### src/link_regs_pkg.sv
/*
 * Package for the per-port link capability and link control register bank:
 * offsets, field positions, reset values, load masks and carrier types.
 * Assumes a three-port switch with port 0 upstream and ports 1 and 2 downstream.
 */
package link_regs_pkg;

  localparam int NUM_PORTS = 3;
  localparam int ADDR_W = 10;

  // Byte addresses; each port owns one 256-byte window
  localparam logic [7:0] OFS_LINK_CAP = 8'hcc;
  localparam logic [7:0] OFS_LINK_CTL = 8'hd0;

  // Capability field positions
  localparam int CAP_SPEED_LSB = 0;
  localparam int CAP_WIDTH_LSB = 4;
  localparam int CAP_ASPM_LSB = 10;
  localparam int CAP_L0S_LSB = 12;
  localparam int CAP_L1_LSB = 15;
  localparam int CAP_CLKPM_BIT = 18;
  localparam int CAP_SDOWN_BIT = 19;
  localparam int CAP_DLACT_BIT = 20;
  localparam int CAP_BWN_BIT = 21;
  localparam int CAP_PORT_LSB = 24;

  localparam logic [3:0] SPEED_2G5 = 4'h1;
  localparam logic [3:0] SPEED_5G0 = 4'h2;
  localparam logic [5:0] WIDTH_X1 = 6'h01;
  localparam logic [1:0] ASPM_SUP_BOTH = 2'h3;
  localparam logic [2:0] L0S_LAT_256NS = 3'h3;
  localparam logic [2:0] L1_LAT_16US = 3'h0;

  // Fields that the SMBus or EEPROM path may overwrite
  localparam logic [31:0] CAP_LOAD_MASK = 32'hff07_fc00;

  // Control field positions
  localparam int CTL_ASPM_LSB = 0;
  localparam int CTL_RCB_BIT = 3;
  localparam int CTL_DIS_BIT = 4;
  localparam int CTL_RETRAIN_BIT = 5;
  localparam int CTL_CCLK_BIT = 6;
  localparam int CTL_XSYNC_BIT = 7;
  localparam int CTL_HAWD_BIT = 9;
  localparam int CTL_B10_BIT = 10;
  localparam int CTL_B11_BIT = 11;
  localparam int STA_TRAIN_BIT = 27;

  // Stored control bits per port kind
  localparam logic [15:0] CTL_WMASK_UP = 16'h02c3;
  localparam logic [15:0] CTL_WMASK_DN = 16'h0ed3;
  localparam logic [15:0] CTL_RESET = 16'h0000;

  // Ordered-set counts when extended sync is set
  localparam logic [12:0] XSYNC_FTS = 13'h1000;
  localparam logic [12:0] XSYNC_TS1 = 13'h0400;

  typedef struct packed {
    logic [1:0] aspm_en;
    logic link_disable;
    logic retrain;
    logic common_clk;
    logic ext_sync;
    logic hw_width_dis;
    logic [1:0] spare;
    logic [12:0] fts_count;
    logic [12:0] ts1_count;
  } link_ctl_t;

  typedef struct packed {
    logic valid;
    logic [1:0] port;
    logic [31:0] data;
  } cap_load_t;

  function automatic logic [31:0] cap_default(input int p);
    logic [31:0] v;
    v = 32'h0000_0000;
    v[CAP_SPEED_LSB +: 4] = SPEED_5G0;
    v[CAP_WIDTH_LSB +: 6] = WIDTH_X1;
    v[CAP_ASPM_LSB +: 2] = ASPM_SUP_BOTH;
    v[CAP_L0S_LSB +: 3] = L0S_LAT_256NS;
    v[CAP_L1_LSB +: 3] = L1_LAT_16US;
    v[CAP_CLKPM_BIT] = (p == 0);
    v[CAP_SDOWN_BIT] = (p != 0);
    v[CAP_DLACT_BIT] = 1'b0;
    v[CAP_BWN_BIT] = (p != 0);
    v[CAP_PORT_LSB +: 8] = 8'(p);
    return v;
  endfunction : cap_default

endpackage : link_regs_pkg

### src/pcie_link_cap_ctrl_regs.sv
/*
 * Link capability and link control registers of a three-port switch,
 * reached over an Avalon-MM slave with waitrequest.
 * Assumes the load path and training logic run on ref_clk_i.
 */
// Chosen here: the Avalon-MM slave port.
`timescale 1ns/1ns
module pcie_link_cap_ctrl_regs
  import link_regs_pkg::*;
#(
  parameter logic [12:0] NORMAL_FTS = 13'h00ff,
  parameter logic [12:0] NORMAL_TS1 = 13'h0010
) (
  // Clock and reset
  input wire logic ref_clk_i,
  input wire logic resetn_i,
  // Avalon-MM slave
  input wire logic [ADDR_W-1:0] avs_address_i,
  input wire logic avs_read_i,
  input wire logic avs_write_i,
  input wire logic [31:0] avs_writedata_i,
  input wire logic [3:0] avs_byteenable_i,
  output logic [31:0] avs_readdata_o,
  output logic avs_waitrequest_o,
  // Capability default load path
  input wire cap_load_t cap_load_i,
  // Link training status per port
  input wire logic [NUM_PORTS-1:0] train_start_i,
  input wire logic [NUM_PORTS-1:0] train_done_i,
  // Controls to link training logic
  output link_ctl_t [NUM_PORTS-1:0] link_ctl_o,
  output logic [NUM_PORTS-1:0] rx_l0s_allowed_o
);

  typedef struct packed {
    logic [NUM_PORTS-1:0][31:0] cap;
    logic [NUM_PORTS-1:0][15:0] ctl;
    logic [NUM_PORTS-1:0] training;
    logic [NUM_PORTS-1:0] retrain;
    logic ack;
    logic [31:0] rdata;
  } state_t;

  function automatic state_t reset_state();
    state_t s;
    s = '0;
    for (int p = 0; p < NUM_PORTS; p++) begin
      s.cap[p] = cap_default(p);
      s.ctl[p] = CTL_RESET;
    end
    return s;
  endfunction : reset_state

  localparam state_t ST_RESET = reset_state();

  state_t st_r;
  state_t st_nxt;

  logic req;
  logic [1:0] sel_port;
  logic [7:0] sel_ofs;
  logic port_ok;
  logic [15:0] wmask;
  logic [15:0] be_mask;

  assign req = avs_read_i | avs_write_i;
  assign sel_port = avs_address_i[9:8];
  assign sel_ofs = avs_address_i[7:0];
  assign port_ok = (sel_port < 2'(NUM_PORTS));
  assign be_mask = {{8{avs_byteenable_i[1]}}, {8{avs_byteenable_i[0]}}};

  always_comb begin
    st_nxt = st_r;
    st_nxt.retrain = '0;
    st_nxt.ack = req & ~st_r.ack;
    wmask = (sel_port == 2'd0) ? CTL_WMASK_UP : CTL_WMASK_DN;

    // Read data captured one cycle before the answer
    if (req & ~st_r.ack) begin
      st_nxt.rdata = 32'h0000_0000;
      if (port_ok && sel_ofs == OFS_LINK_CAP) begin
        st_nxt.rdata = st_r.cap[sel_port];
      end else if (port_ok && sel_ofs == OFS_LINK_CTL) begin
        st_nxt.rdata[15:0] = st_r.ctl[sel_port];
        st_nxt.rdata[STA_TRAIN_BIT] = st_r.training[sel_port];
      end
    end

    // Write takes effect at the answering edge
    if (avs_write_i && st_r.ack && port_ok && sel_ofs == OFS_LINK_CTL) begin
      st_nxt.ctl[sel_port] = (st_r.ctl[sel_port] & ~(wmask & be_mask))
                             | (avs_writedata_i[15:0] & wmask & be_mask);
      if (sel_port != 2'd0 && avs_byteenable_i[0]
          && avs_writedata_i[CTL_RETRAIN_BIT]) begin
        st_nxt.retrain[sel_port] = 1'b1;
      end
    end

    // SMBus or EEPROM default load
    if (cap_load_i.valid && cap_load_i.port < 2'(NUM_PORTS)) begin
      st_nxt.cap[cap_load_i.port] = (st_r.cap[cap_load_i.port] & ~CAP_LOAD_MASK)
                                     | (cap_load_i.data & CAP_LOAD_MASK);
    end

    // Start wins over completion
    for (int p = 0; p < NUM_PORTS; p++) begin
      if (train_done_i[p]) begin
        st_nxt.training[p] = 1'b0;
      end
      if (train_start_i[p] || st_nxt.retrain[p]) begin
        st_nxt.training[p] = 1'b1;
      end
    end
  end

  always_ff @(posedge ref_clk_i or negedge resetn_i) begin
    if (!resetn_i) begin
      st_r <= ST_RESET;
    end else begin
      st_r <= st_nxt;
    end
  end

  assign avs_waitrequest_o = req & ~st_r.ack;
  assign avs_readdata_o = st_r.rdata;

  generate
    for (genvar p = 0; p < NUM_PORTS; p++) begin : g_port
      assign link_ctl_o[p].aspm_en = st_r.ctl[p][CTL_ASPM_LSB +: 2];
      assign link_ctl_o[p].link_disable = st_r.ctl[p][CTL_DIS_BIT];
      assign link_ctl_o[p].retrain = st_r.retrain[p];
      assign link_ctl_o[p].common_clk = st_r.ctl[p][CTL_CCLK_BIT];
      assign link_ctl_o[p].ext_sync = st_r.ctl[p][CTL_XSYNC_BIT];
      assign link_ctl_o[p].hw_width_dis = st_r.ctl[p][CTL_HAWD_BIT];
      assign link_ctl_o[p].spare = st_r.ctl[p][CTL_B11_BIT:CTL_B10_BIT];
      assign link_ctl_o[p].fts_count = st_r.ctl[p][CTL_XSYNC_BIT] ? XSYNC_FTS
                                       : NORMAL_FTS;
      assign link_ctl_o[p].ts1_count = st_r.ctl[p][CTL_XSYNC_BIT] ? XSYNC_TS1
                                       : NORMAL_TS1;
      assign rx_l0s_allowed_o[p] = 1'b1;
    end
  endgenerate

endmodule : pcie_link_cap_ctrl_regs

### config.mk
export PLATFORM = sky130hd
export DESIGN_NAME = pcie_link_cap_ctrl_regs
export DESIGN_NICKNAME = d
export VERILOG_FILES = /design/src/link_regs_pkg.sv /design/src/pcie_link_cap_ctrl_regs.sv
export SDC_FILE = /design/constraint.sdc
export NUM_CORES = 1
export LEC_CHECK = 0
export ABC_AREA = 1
export BUFFER_PORTS_ARGS = -buffer_cell sky130_fd_sc_hd__buf_2
export CAP_MARGIN = 0
export CORE_ASPECT_RATIO = 1.4
export CORE_MARGIN = 5
export CORE_UTILIZATION = 38
export DETAILED_ROUTE_END_ITERATION = 10
export HOLD_SLACK_MARGIN = 0.02
export PLACE_DENSITY = 0.64
export SKIP_LAST_GASP = 1
export SYNTH_ARGS = -nofsm -noshare
export SYNTH_HDL_FRONTEND = slang
export SYNTH_SLANG_ARGS = --single-unit
### constraint.sdc
create_clock -name ref_clk_i -period 1.3 [get_ports ref_clk_i]
set_input_delay 0 -clock ref_clk_i [delete_from_list [all_inputs] [get_ports ref_clk_i]]
set_output_delay 0 -clock ref_clk_i [all_outputs]
set_load 0.01 [all_outputs]
Word level (Yosys, flattened, before mapping)

Cells that the tools add are included.

Order comparisons: 6
Equal/unequal tests: 2
Muxes and demuxes: 37
Bitwise operators: 10
Reductions and logical operators: 18

Operators by type and width:

| operator           | count |
|---|---|
| $bmux 32 s2        | 2 |
| $bwmux 96          | 1 |
| $demux 32 s2       | 1 |
| $mux 16            | 4 |
| $mux 32            | 2 |
| $bwmux 48          | 1 |
| $mux 11            | 4 |
| $mux 13            | 3 |
| $and 16x16->16     | 2 |
| $bmux 16 s2        | 1 |
| $demux 16 s2       | 1 |
| $or 24x32->32      | 1 |
| $mux 24            | 1 |
| $and 12x16->16     | 1 |
| $and 16x12->16     | 1 |
| $eq 8x8->1 const B | 2 |
| $not 16->16        | 1 |
| $or 16x16->16      | 1 |
| $mux 12            | 1 |
| $logic_and 1x1->1  | 10 |
| $mux 1             | 10 |
| $reduce_bool 2->1  | 4 |
| $lt 2x3->1 const B | 2 |
| $mux 3             | 2 |
| 10 further kinds   | 14 |

Bits in registers: 183

Depth between registers and ports, before layout

Gate-level depths: netlist of run 1.

Word-level depth: 8
Gate-level depth with buffers: 10
Gate-level depth less buffers: 8

Worst setup path before layout of run 1

No wires, ideal clock.

Path kind: reg-to-reg
Start: reg st_r[32] (netlist bit)
End: reg st_r, in the netlist avs_readdata_o[21]
Arrival time: 1.126 ns
Data required time: 1.234 ns
Slack: 0.109 ns
Stages on the path, launching flop included: 5
Path buffers: 1
Period minus slack after synthesis: 1.191 ns
Cell sequence: dfrtp_1 nor2_1 clkbuf_1 nand3_1 nand2_1

Longest elaborated chain between the ends: 2

Ends and longest elaborated chain:

| element                | RTL line                       | RTL |
|---|---|---|
| from (decl)            | pcie_link_cap_ctrl_regs.sv:56  | `state_t st_r;` |
| from (signal assigned) | pcie_link_cap_ctrl_regs.sv:120 | `st_r <= st_nxt;` |
| $not 1->1              | --                             |  |
| $and 1x1->1            | --                             |  |
| net avs_waitrequest_o  | pcie_link_cap_ctrl_regs.sv:24  | `output logic avs_waitrequest_o,` |

The timed path passes the listed nets, and every way through them passes these cells.
A chain may end at the register's enable or synchronous reset.

Final worst setup path of run 1

Start: reg st_r[32] (netlist bit)
End: reg st_r, in the netlist link_ctl_o[62]

Longest elaborated chain between the ends: 3

Ends and longest elaborated chain:

| element                        | RTL line                      | RTL |
|---|---|---|
| $logic_and 1x1->1 (3 in a row) | pcie_link_cap_ctrl_regs.sv:90 | `if (avs_write_i && st_r.ack && port_ok && sel_ofs == OFS_LINK_CTL) begin` |

No other way between the ends.

==> results.sh, run 1 <==
export IMPL_clockPowerShare=0.417
export IMPL_path_class="reg -> reg"
export IMPL_synth_top_area_share=0.453
export IMPL_rows=65
export IMPL_fillers=2239
export IMPL_wl_per_cell_um=15.8
export IMPL_combPwrFrac=0.100
export IMPL_holdCritPathClass="in -> async"
export IMPL_fin_crit_sh=0.996
export IMPL_timing_rr_start="st_r[32]$_DFF_PN0_"
export IMPL_synthSimpleGateAreaFrac=0.248
export IMPL_synth_area_leader_cell="dfrtp_1"
export IMPL_yosys_top_cells_area="dfrtp_1 (45%), buf_4 (12%), nand2_1 (12%)"
export IMPL_num_antenna_cells=0
export IMPL_syn_inst=1027
export IMPL_crit_path_end="link_ctl_o[62]$_DFFE_PN0P_"
export IMPL_grt_start_max_net_pins=58
export IMPL_synthMuxAreaShare=0
export IMPL_max_cap_viol_count=0
export IMPL_synth_top_family_by_area="simple AND/OR/NAND/NOR gates"
export IMPL_crit_family="simple AND/OR/NAND/NOR gates"
export IMPL_yosysUniqueCellTypes=22
export IMPL_grt_setup_unrepaired="true"
export IMPL_areaGrowthSynthToFinish_pct=14.2
export IMPL_max_clock_path_buffers=2
export IMPL_crit_chain="nand2_2 > nor2_4 > nand3_4 > nor2_4 > nand2_1 > nand2_1"
export IMPL_drt_total_wl_mm=21.7
export IMPL_initial_core_util=0.386
export IMPL_synth_common_cells="nand2_1 (276), nand3_1 (191), dfrtp_1 (158)"
export IMPL_die_h_um=189
export IMPL_numClockSinks=183
export IMPL_dp_cells=1297
export IMPL_synth_seq_cells=183
export IMPL_worstSetupStartpoint="st_r[32]$_DFF_PN0_"
export IMPL_drive_above_1_share=0.240
export IMPL_worst_slack_ps=4.94
export IMPL_synth_most_common_cell="nand2_1"
export IMPL_pwr_density_cell_nw_per_um2=1280
export IMPL_cts_reportedPaths_clkPinSlew_ps=70
export IMPL_hold_viol=0
export IMPL_fin_skew_ps=7.76
export IMPL_die_x_um=138
export IMPL_drc=0
export IMPL_async_flop_share=1.00
export IMPL_yosysSeqAreaShare=0.528
export IMPL_antenna_found_initial=1
export IMPL_drtIter0Drc=456
export IMPL_port_buffers=143
export IMPL_required_ps=1660
export IMPL_r2r_setup_slack_ps=5
export IMPL_cp_end_kind="register"
export IMPL_max_freq_mhz=772
export IMPL_leakage_nw=5.24
export IMPL_clock_latency_ps=430
export IMPL_dieArea_um2=26200
export IMPL_clockRootBuffer="clkbuf_16"
export IMPL_core_area_um2=22600
export IMPL_yosysWarningCount=0
export IMPL_grt_pass1_vias=6358
export IMPL_swShare=0.262
export IMPL_finalNonFillerCells=1371
export IMPL_drt_pass1_iterations=5
export IMPL_cts_buffers=17
export IMPL_overflow=0
export IMPL_place_congestion=0.840
export IMPL_r2r_end="link_ctl_o[62]$_DFFE_PN0P_"
export IMPL_cts_tree="yes"
export IMPL_critical_path_buf_inv_count=0
export IMPL_grt_usage=0.167
export IMPL_ant_nets=0
export IMPL_synthAdderAreaFrac=0
export IMPL_setup_viol=0
export IMPL_io_pins=232
export IMPL_vias=6436
export IMPL_syn_cell_area_um2=8730
export IMPL_start_kind="register"
export IMPL_grt_first_pass_wirelength_mm=35.2
export IMPL_peakVddDrop_mv=0.904
export IMPL_cp_arrival_ps=1660
export IMPL_cts_max_level=4
export IMPL_nets=1148
export IMPL_p_int_mw=9.41
export IMPL_preCtsSetupSlack_ps=-30.3
export IMPL_synth_main_ff_cell="dfrtp_1"
export IMPL_dp_final_hpwl_mm=14.8
export IMPL_synth_xor_area_frac=0
export IMPL_crit_fanout=8
export IMPL_crit_path_max_incr_delay_ps=400
export IMPL_post_route_min_period_ps=1300
export IMPL_syn_avg_cell_area_um2=8.50
export IMPL_synth_compound_area_share=0.0312
export IMPL_cp_num_cells=6
export IMPL_outcome="completed"
export IMPL_synth_edf_count=0
export IMPL_avgViaCountPerCell=4.69
export IMPL_switchingPower_mw=3.34
export IMPL_ff2ff_path_depth=6
export IMPL_finalMaxSlewViolations=0
export IMPL_seqPwrFrac=0.483
export IMPL_slowest_stage="dfrtp_1"
-- worst min path at each step --
stage             start                       endpoint  slack (ps)  depth (start not counted)
6_report       resetn_i           st_r[70]$_DFFE_PN0P_          20                          2
5_1_grt        resetn_i           st_r[70]$_DFFE_PN0P_          40                          2
4_1_cts        resetn_i           st_r[70]$_DFFE_PN0P_          20                          2
3_5_place_dp   resetn_i           st_r[70]$_DFFE_PN0P_        -100                          1
3_3_place_gp   resetn_i           st_r[70]$_DFFE_PN0P_        -100                          1
2_1_floorplan  resetn_i  avs_readdata_o[0]$_DFFE_PN0P_        -300                          0
-- cell usage in the layout, fill, tap and decap left out, types with 8 or more instances in the layout --
master / netlist / routed
clkbuf_16: 0 / 17
o21ai_0: 51 / 51
nor2_1: 10 / 9
dfstp_2: 25 / 25
conb_1: 2 / 49
nor2_4: 5 / 8
dlygate4sd3_1: 0 / 34
buf_2: 14 / 141
buf_4: 142 / 21
buf_12: 0 / 14
nand2_1: 276 / 275
inv_1: 43 / 41
dfrtp_1: 158 / 158
nand3_1: 191 / 190
-- what timing repair did --
action / in CTS / in global routing
endpoints found under the setup margin: 30 / 49
pin swaps: 3 / 16
hold buffers: 34 / 0
setup buffers: 0 / 7
resized for setup: 5 / 7
cloned: 0 / 1
hold endpoints to repair: 237 / 0
-- cells by family (layout without fill, tap and decap cells) --
logic type,count (synthesis),in the layout
and+or+nand+nor,492,492
buffers and inverters,296,292
DFF,183,183
AOI/OAI and AO/OA,54,54
other,2,49
-- final cells by class --
cell class | count | area, um^2 | share of cell area
repair buffers | 214 | 1530 | 0.154
well taps | 301 | 377 | 0.0378
repair inverters | 1 | 7.51 | 0.000753
clock buffers | 17 | 425 | 0.0427
multi-input cells | 595 | 2660 | 0.267
flip-flops and latches | 183 | 4610 | 0.462
inverters | 45 | 175 | 0.0176
clock inverters | 15 | 184 | 0.0184
-- metrics by stage --
stage               area (um^2)  hold slack [ps]  total power, mW  utilization  setup TNS [ps]
floorplan                  8910             -296             6.97            -               0
global placement           8920            -98.0             7.39        0.395               0
detailed placement         8920            -96.1             7.41        0.395            -107
CTS                        9890             22.5             12.8        0.438           -66.9
global route               9970             42.2             13.3        0.441           -1110
finish                     9970             15.4             12.7        0.441               0
-- power groups by stage --
stage               Combinational, mW  Sequential (mW)  Clock (mW)
global route                     1.44             6.19        5.68
global placement                 1.14             6.25           0
floorplan                       0.752             6.22           0
CTS                              1.24             6.16        5.43
detailed placement               1.15             6.26           0
finish                           1.27             6.16        5.32
-- registers in the layout, summed over array words and instances (netlist names) --
signal,flops
st_r,124
link_ctl_o,27
avs_readdata_o,32
-- per-layer routing --
layer  global-route usage  wire, um  vias to the layer above
met4               0.0605       413                        2
met3               0.0387      1460                       20
li1                     -         -                     3094
met5                    0        11                        -
met1                0.212      9040                     3077
met2                0.280     10700                      243
Power figures use the tool's default switching activity.
==> inputs of run 2 (changes only) <==
- ABC_AREA: 1 -> unset
- GPL_TIMING_DRIVEN: unset -> 0
==> run 2 against run 1 <==
Effect of this change:
- the flow now finishes with violations (negative setup slack)
- power down 1.3%
- non-clock buffer count up 224
- final area up 15%
- clock skew up 8.4 ps
- critical endpoint is now link_ctl_o[96]$_DFFE_PN0P_
- largest cell class unchanged
==> results.sh, run 2 <==
export IMPL_leakage_nw=5.74
export IMPL_layout_commonest_cell="dfrtp_1"
export IMPL_yosys_top_cells_area="dfrtp_1 (46%), buf_4 (12%), mux2_2 (10%)"
export IMPL_clockRootBuffer="clkbuf_16"
export IMPL_largest_register="st_r"
export IMPL_synth_top_area_share=0.460
export IMPL_dpl_cell_area_um2=9930
export IMPL_synth_main_ff_cell="dfrtp_1"
export IMPL_max_clock_path_buffers=2
export IMPL_path_class="reg -> reg"
export IMPL_place_congestion=0.735
export IMPL_seqPwrFrac=0.495
export IMPL_initial_core_util=0.383
export IMPL_cts_reportedPaths_clkPinSlew_ps=70
export IMPL_finalMaxSlewViolations=0
export IMPL_critical_path_buf_inv_count=1
export IMPL_swShare=0.244
export IMPL_wl_per_cell_um=16.1
export IMPL_crit_fanout=7
export IMPL_overflow=0
export IMPL_ant_nets=0
export IMPL_combPwrFrac=0.111
export IMPL_async_flop_share=1.00
export IMPL_avgViaCountPerCell=4.50
export IMPL_yosysSeqAreaShare=0.536
export IMPL_fin_crit_sh=1.24
export IMPL_drive_above_1_share=0.475
export IMPL_core_area_um2=22400
export IMPL_drt_pass1_iterations=4
export IMPL_syn_cell_area_um2=8600
export IMPL_max_cap_viol_count=0
export IMPL_switchingPower_mw=3.07
export IMPL_slowest_stage="dfrtp_1"
export IMPL_syn_inst=753
export IMPL_setup_viol=54
export IMPL_violations="negative setup slack"
export IMPL_largest_reg_flops=124
export IMPL_peakVddDrop_mv=1.03
export IMPL_clock_latency_ps=430
export IMPL_crit_chain="and2_4 > nand4b_4 > nor3b_4 > buf_12 > mux2_4"
export IMPL_synth_most_common_cell="dfrtp_1"
export IMPL_syn_avg_cell_area_um2=11.4
export IMPL_grt_first_pass_wirelength_mm=33.2
export IMPL_port_buffers=142
export IMPL_drtIter0Drc=249
export IMPL_pwr_density_cell_nw_per_um2=1100
export IMPL_dp_final_hpwl_mm=15.0
export IMPL_cts_tree="yes"
export IMPL_max_freq_mhz=623
export IMPL_cp_end_kind="register"
export IMPL_required_ps=1610
export IMPL_outcome="finished, violations left"
export IMPL_timing_hold_ws_ps=47.5
export IMPL_grt_setup_unrepaired="true"
export IMPL_tns_ps=-10400
export IMPL_num_antenna_cells=0
export IMPL_synth_common_cells="dfrtp_1 (158), buf_4 (137), clkbuf_1 (91)"
export IMPL_yosysWarningCount=0
export IMPL_final_cell_area_um2=11400
export IMPL_start_kind="register"
export IMPL_antenna_found_initial=0
export IMPL_cp_arrival_ps=1910
export IMPL_finalPower_mw=12.6
export IMPL_post_route_min_period_ps=1610
export IMPL_clockPowerShare=0.394
export IMPL_drc=0
export IMPL_hold_viol=0
export IMPL_holdCritPathClass="in -> reg"
export IMPL_fillers=2013
export IMPL_worst_slack_ps=-306
export IMPL_yosysUniqueCellTypes=34
export IMPL_numClockSinks=183
export IMPL_rows=65
export IMPL_vias=6001
export IMPL_fin_skew_ps=16.1
export IMPL_io_pins=232
export IMPL_synth_edf_count=0
export IMPL_drt_total_wl_mm=21.5
export IMPL_dieArea_um2=25800
export IMPL_crit_family="simple AND/OR/NAND/NOR gates"
export IMPL_nets=1112
export IMPL_p_int_mw=9.52
export IMPL_areaGrowthSynthToFinish_pct=32.9
export IMPL_synth_seq_cells=183
export IMPL_die_x_um=137
export IMPL_crit_path_max_incr_delay_ps=360
export IMPL_dp_cells=1244
export IMPL_grt_start_max_net_pins=112
export IMPL_cts_buffers=17
export IMPL_slew_headroom=0.567
export IMPL_synth_area_leader_cell="dfrtp_1"
export IMPL_grt_usage=0.166
export IMPL_die_h_um=188
export IMPL_final_cell_mix="dfrtp_1 (155), buf_4 (148), buf_2 (140)"
export IMPL_grt_pass1_vias=6068
export IMPL_cts_max_level=4
export IMPL_worst_pin_slew_ps=649
export IMPL_finalNonFillerCells=1335
run 2: cell count changes after synthesis, sizes merged, moves of 15 or more:
cell	previous run	this run
o21ai	51	36
and2	0	18
nand3	193	9
mux2	0	80
a22o	0	15
nand2	277	33
inv	45	7
mux2i	0	49
run 2: metrics by stage:
stage               setup slack [ps]  utilization
finish                          -306        0.509
global route                    -340        0.509
CTS                             -272        0.498
detailed placement              -605        0.443
floorplan                       -160            -
global placement               -2690        0.441
run 2: path summary, 6_finish.rpt:
kind,startpoint,endpoint,slack (ps),cells after the start
setup / recovery,st_r[32]$_DFF_PN0_,link_ctl_o[96]$_DFFE_PN0P_,-310,5
hold / removal,avs_read_i,st_r[32]$_DFF_PN0_,50,4
setup reg to reg,st_r[32]$_DFF_PN0_,link_ctl_o[96]$_DFFE_PN0P_,-310,5
hold reg to reg,st_r[172]$_DFFE_PN1P_,st_r[172]$_DFFE_PN1P_,440,1
max in group asynchronous,resetn_i,st_r[162]$_DFFE_PN1P_,310,3
min in group asynchronous,resetn_i,st_r[101]$_DFFE_PN0P_,170,2
run 2: timing repair:
action	4_1_cts	5_1_grt
resized for setup	50	66
hold buffers	35	0
setup buffers	10	9
setup endpoints to repair	97	95
pin swaps	4	16
hold endpoints to repair	172	0
cloned	2	3
run 2: kinds of logic after synthesis:
kind of cell	Yosys count	synth area share
simple gates	111	0.0713
mux	129	0.162
flops	183	0.536
buf+inv	245	0.168
compound gates	83	0.0618
other cells	2	0.000873
run 2: worst min-delay path, delay by kind of cell:
family / cells / cell delay [ps]
compound gates: 1 / 100
buf+inv: 3 / 330
run 2: area by class of cell:
| type | instances | area, um^2 | area share |
|---|---|---|---|
| Multi-Input combinational cell | 372 | 2900 | 0.254 |
| Timing Repair Buffer | 200 | 1400 | 0.123 |
| Clock inverter | 11 | 101 | 0.00887 |
| Tap cell | 301 | 377 | 0.0330 |
| Inverter | 7 | 46.3 | 0.00405 |
| Buffer | 238 | 1510 | 0.132 |
| Clock buffer | 21 | 460 | 0.0403 |
| Timing Repair inverter | 2 | 15.0 | 0.00131 |
| Sequential cell | 183 | 4610 | 0.404 |
run 2: power by group through the flow:
stage | Clock [mW] | Combinational (mW) | Sequential, mW
6_report | 4.96 | 1.40 | 6.23
5_1_grt | 5.31 | 1.55 | 6.26
4_1_cts | 5.08 | 1.37 | 6.22
3_5_place_dp | 0 | 1.23 | 6.33
3_3_place_gp | 0 | 1.19 | 6.31
2_1_floorplan | 0 | 0.815 | 6.28
run 2: metal layers:
metal  share of wire  track usage
met1            0.39        0.193
met4           0.021       0.0572
met3           0.074       0.0362
met5               0            0
met2            0.51        0.297
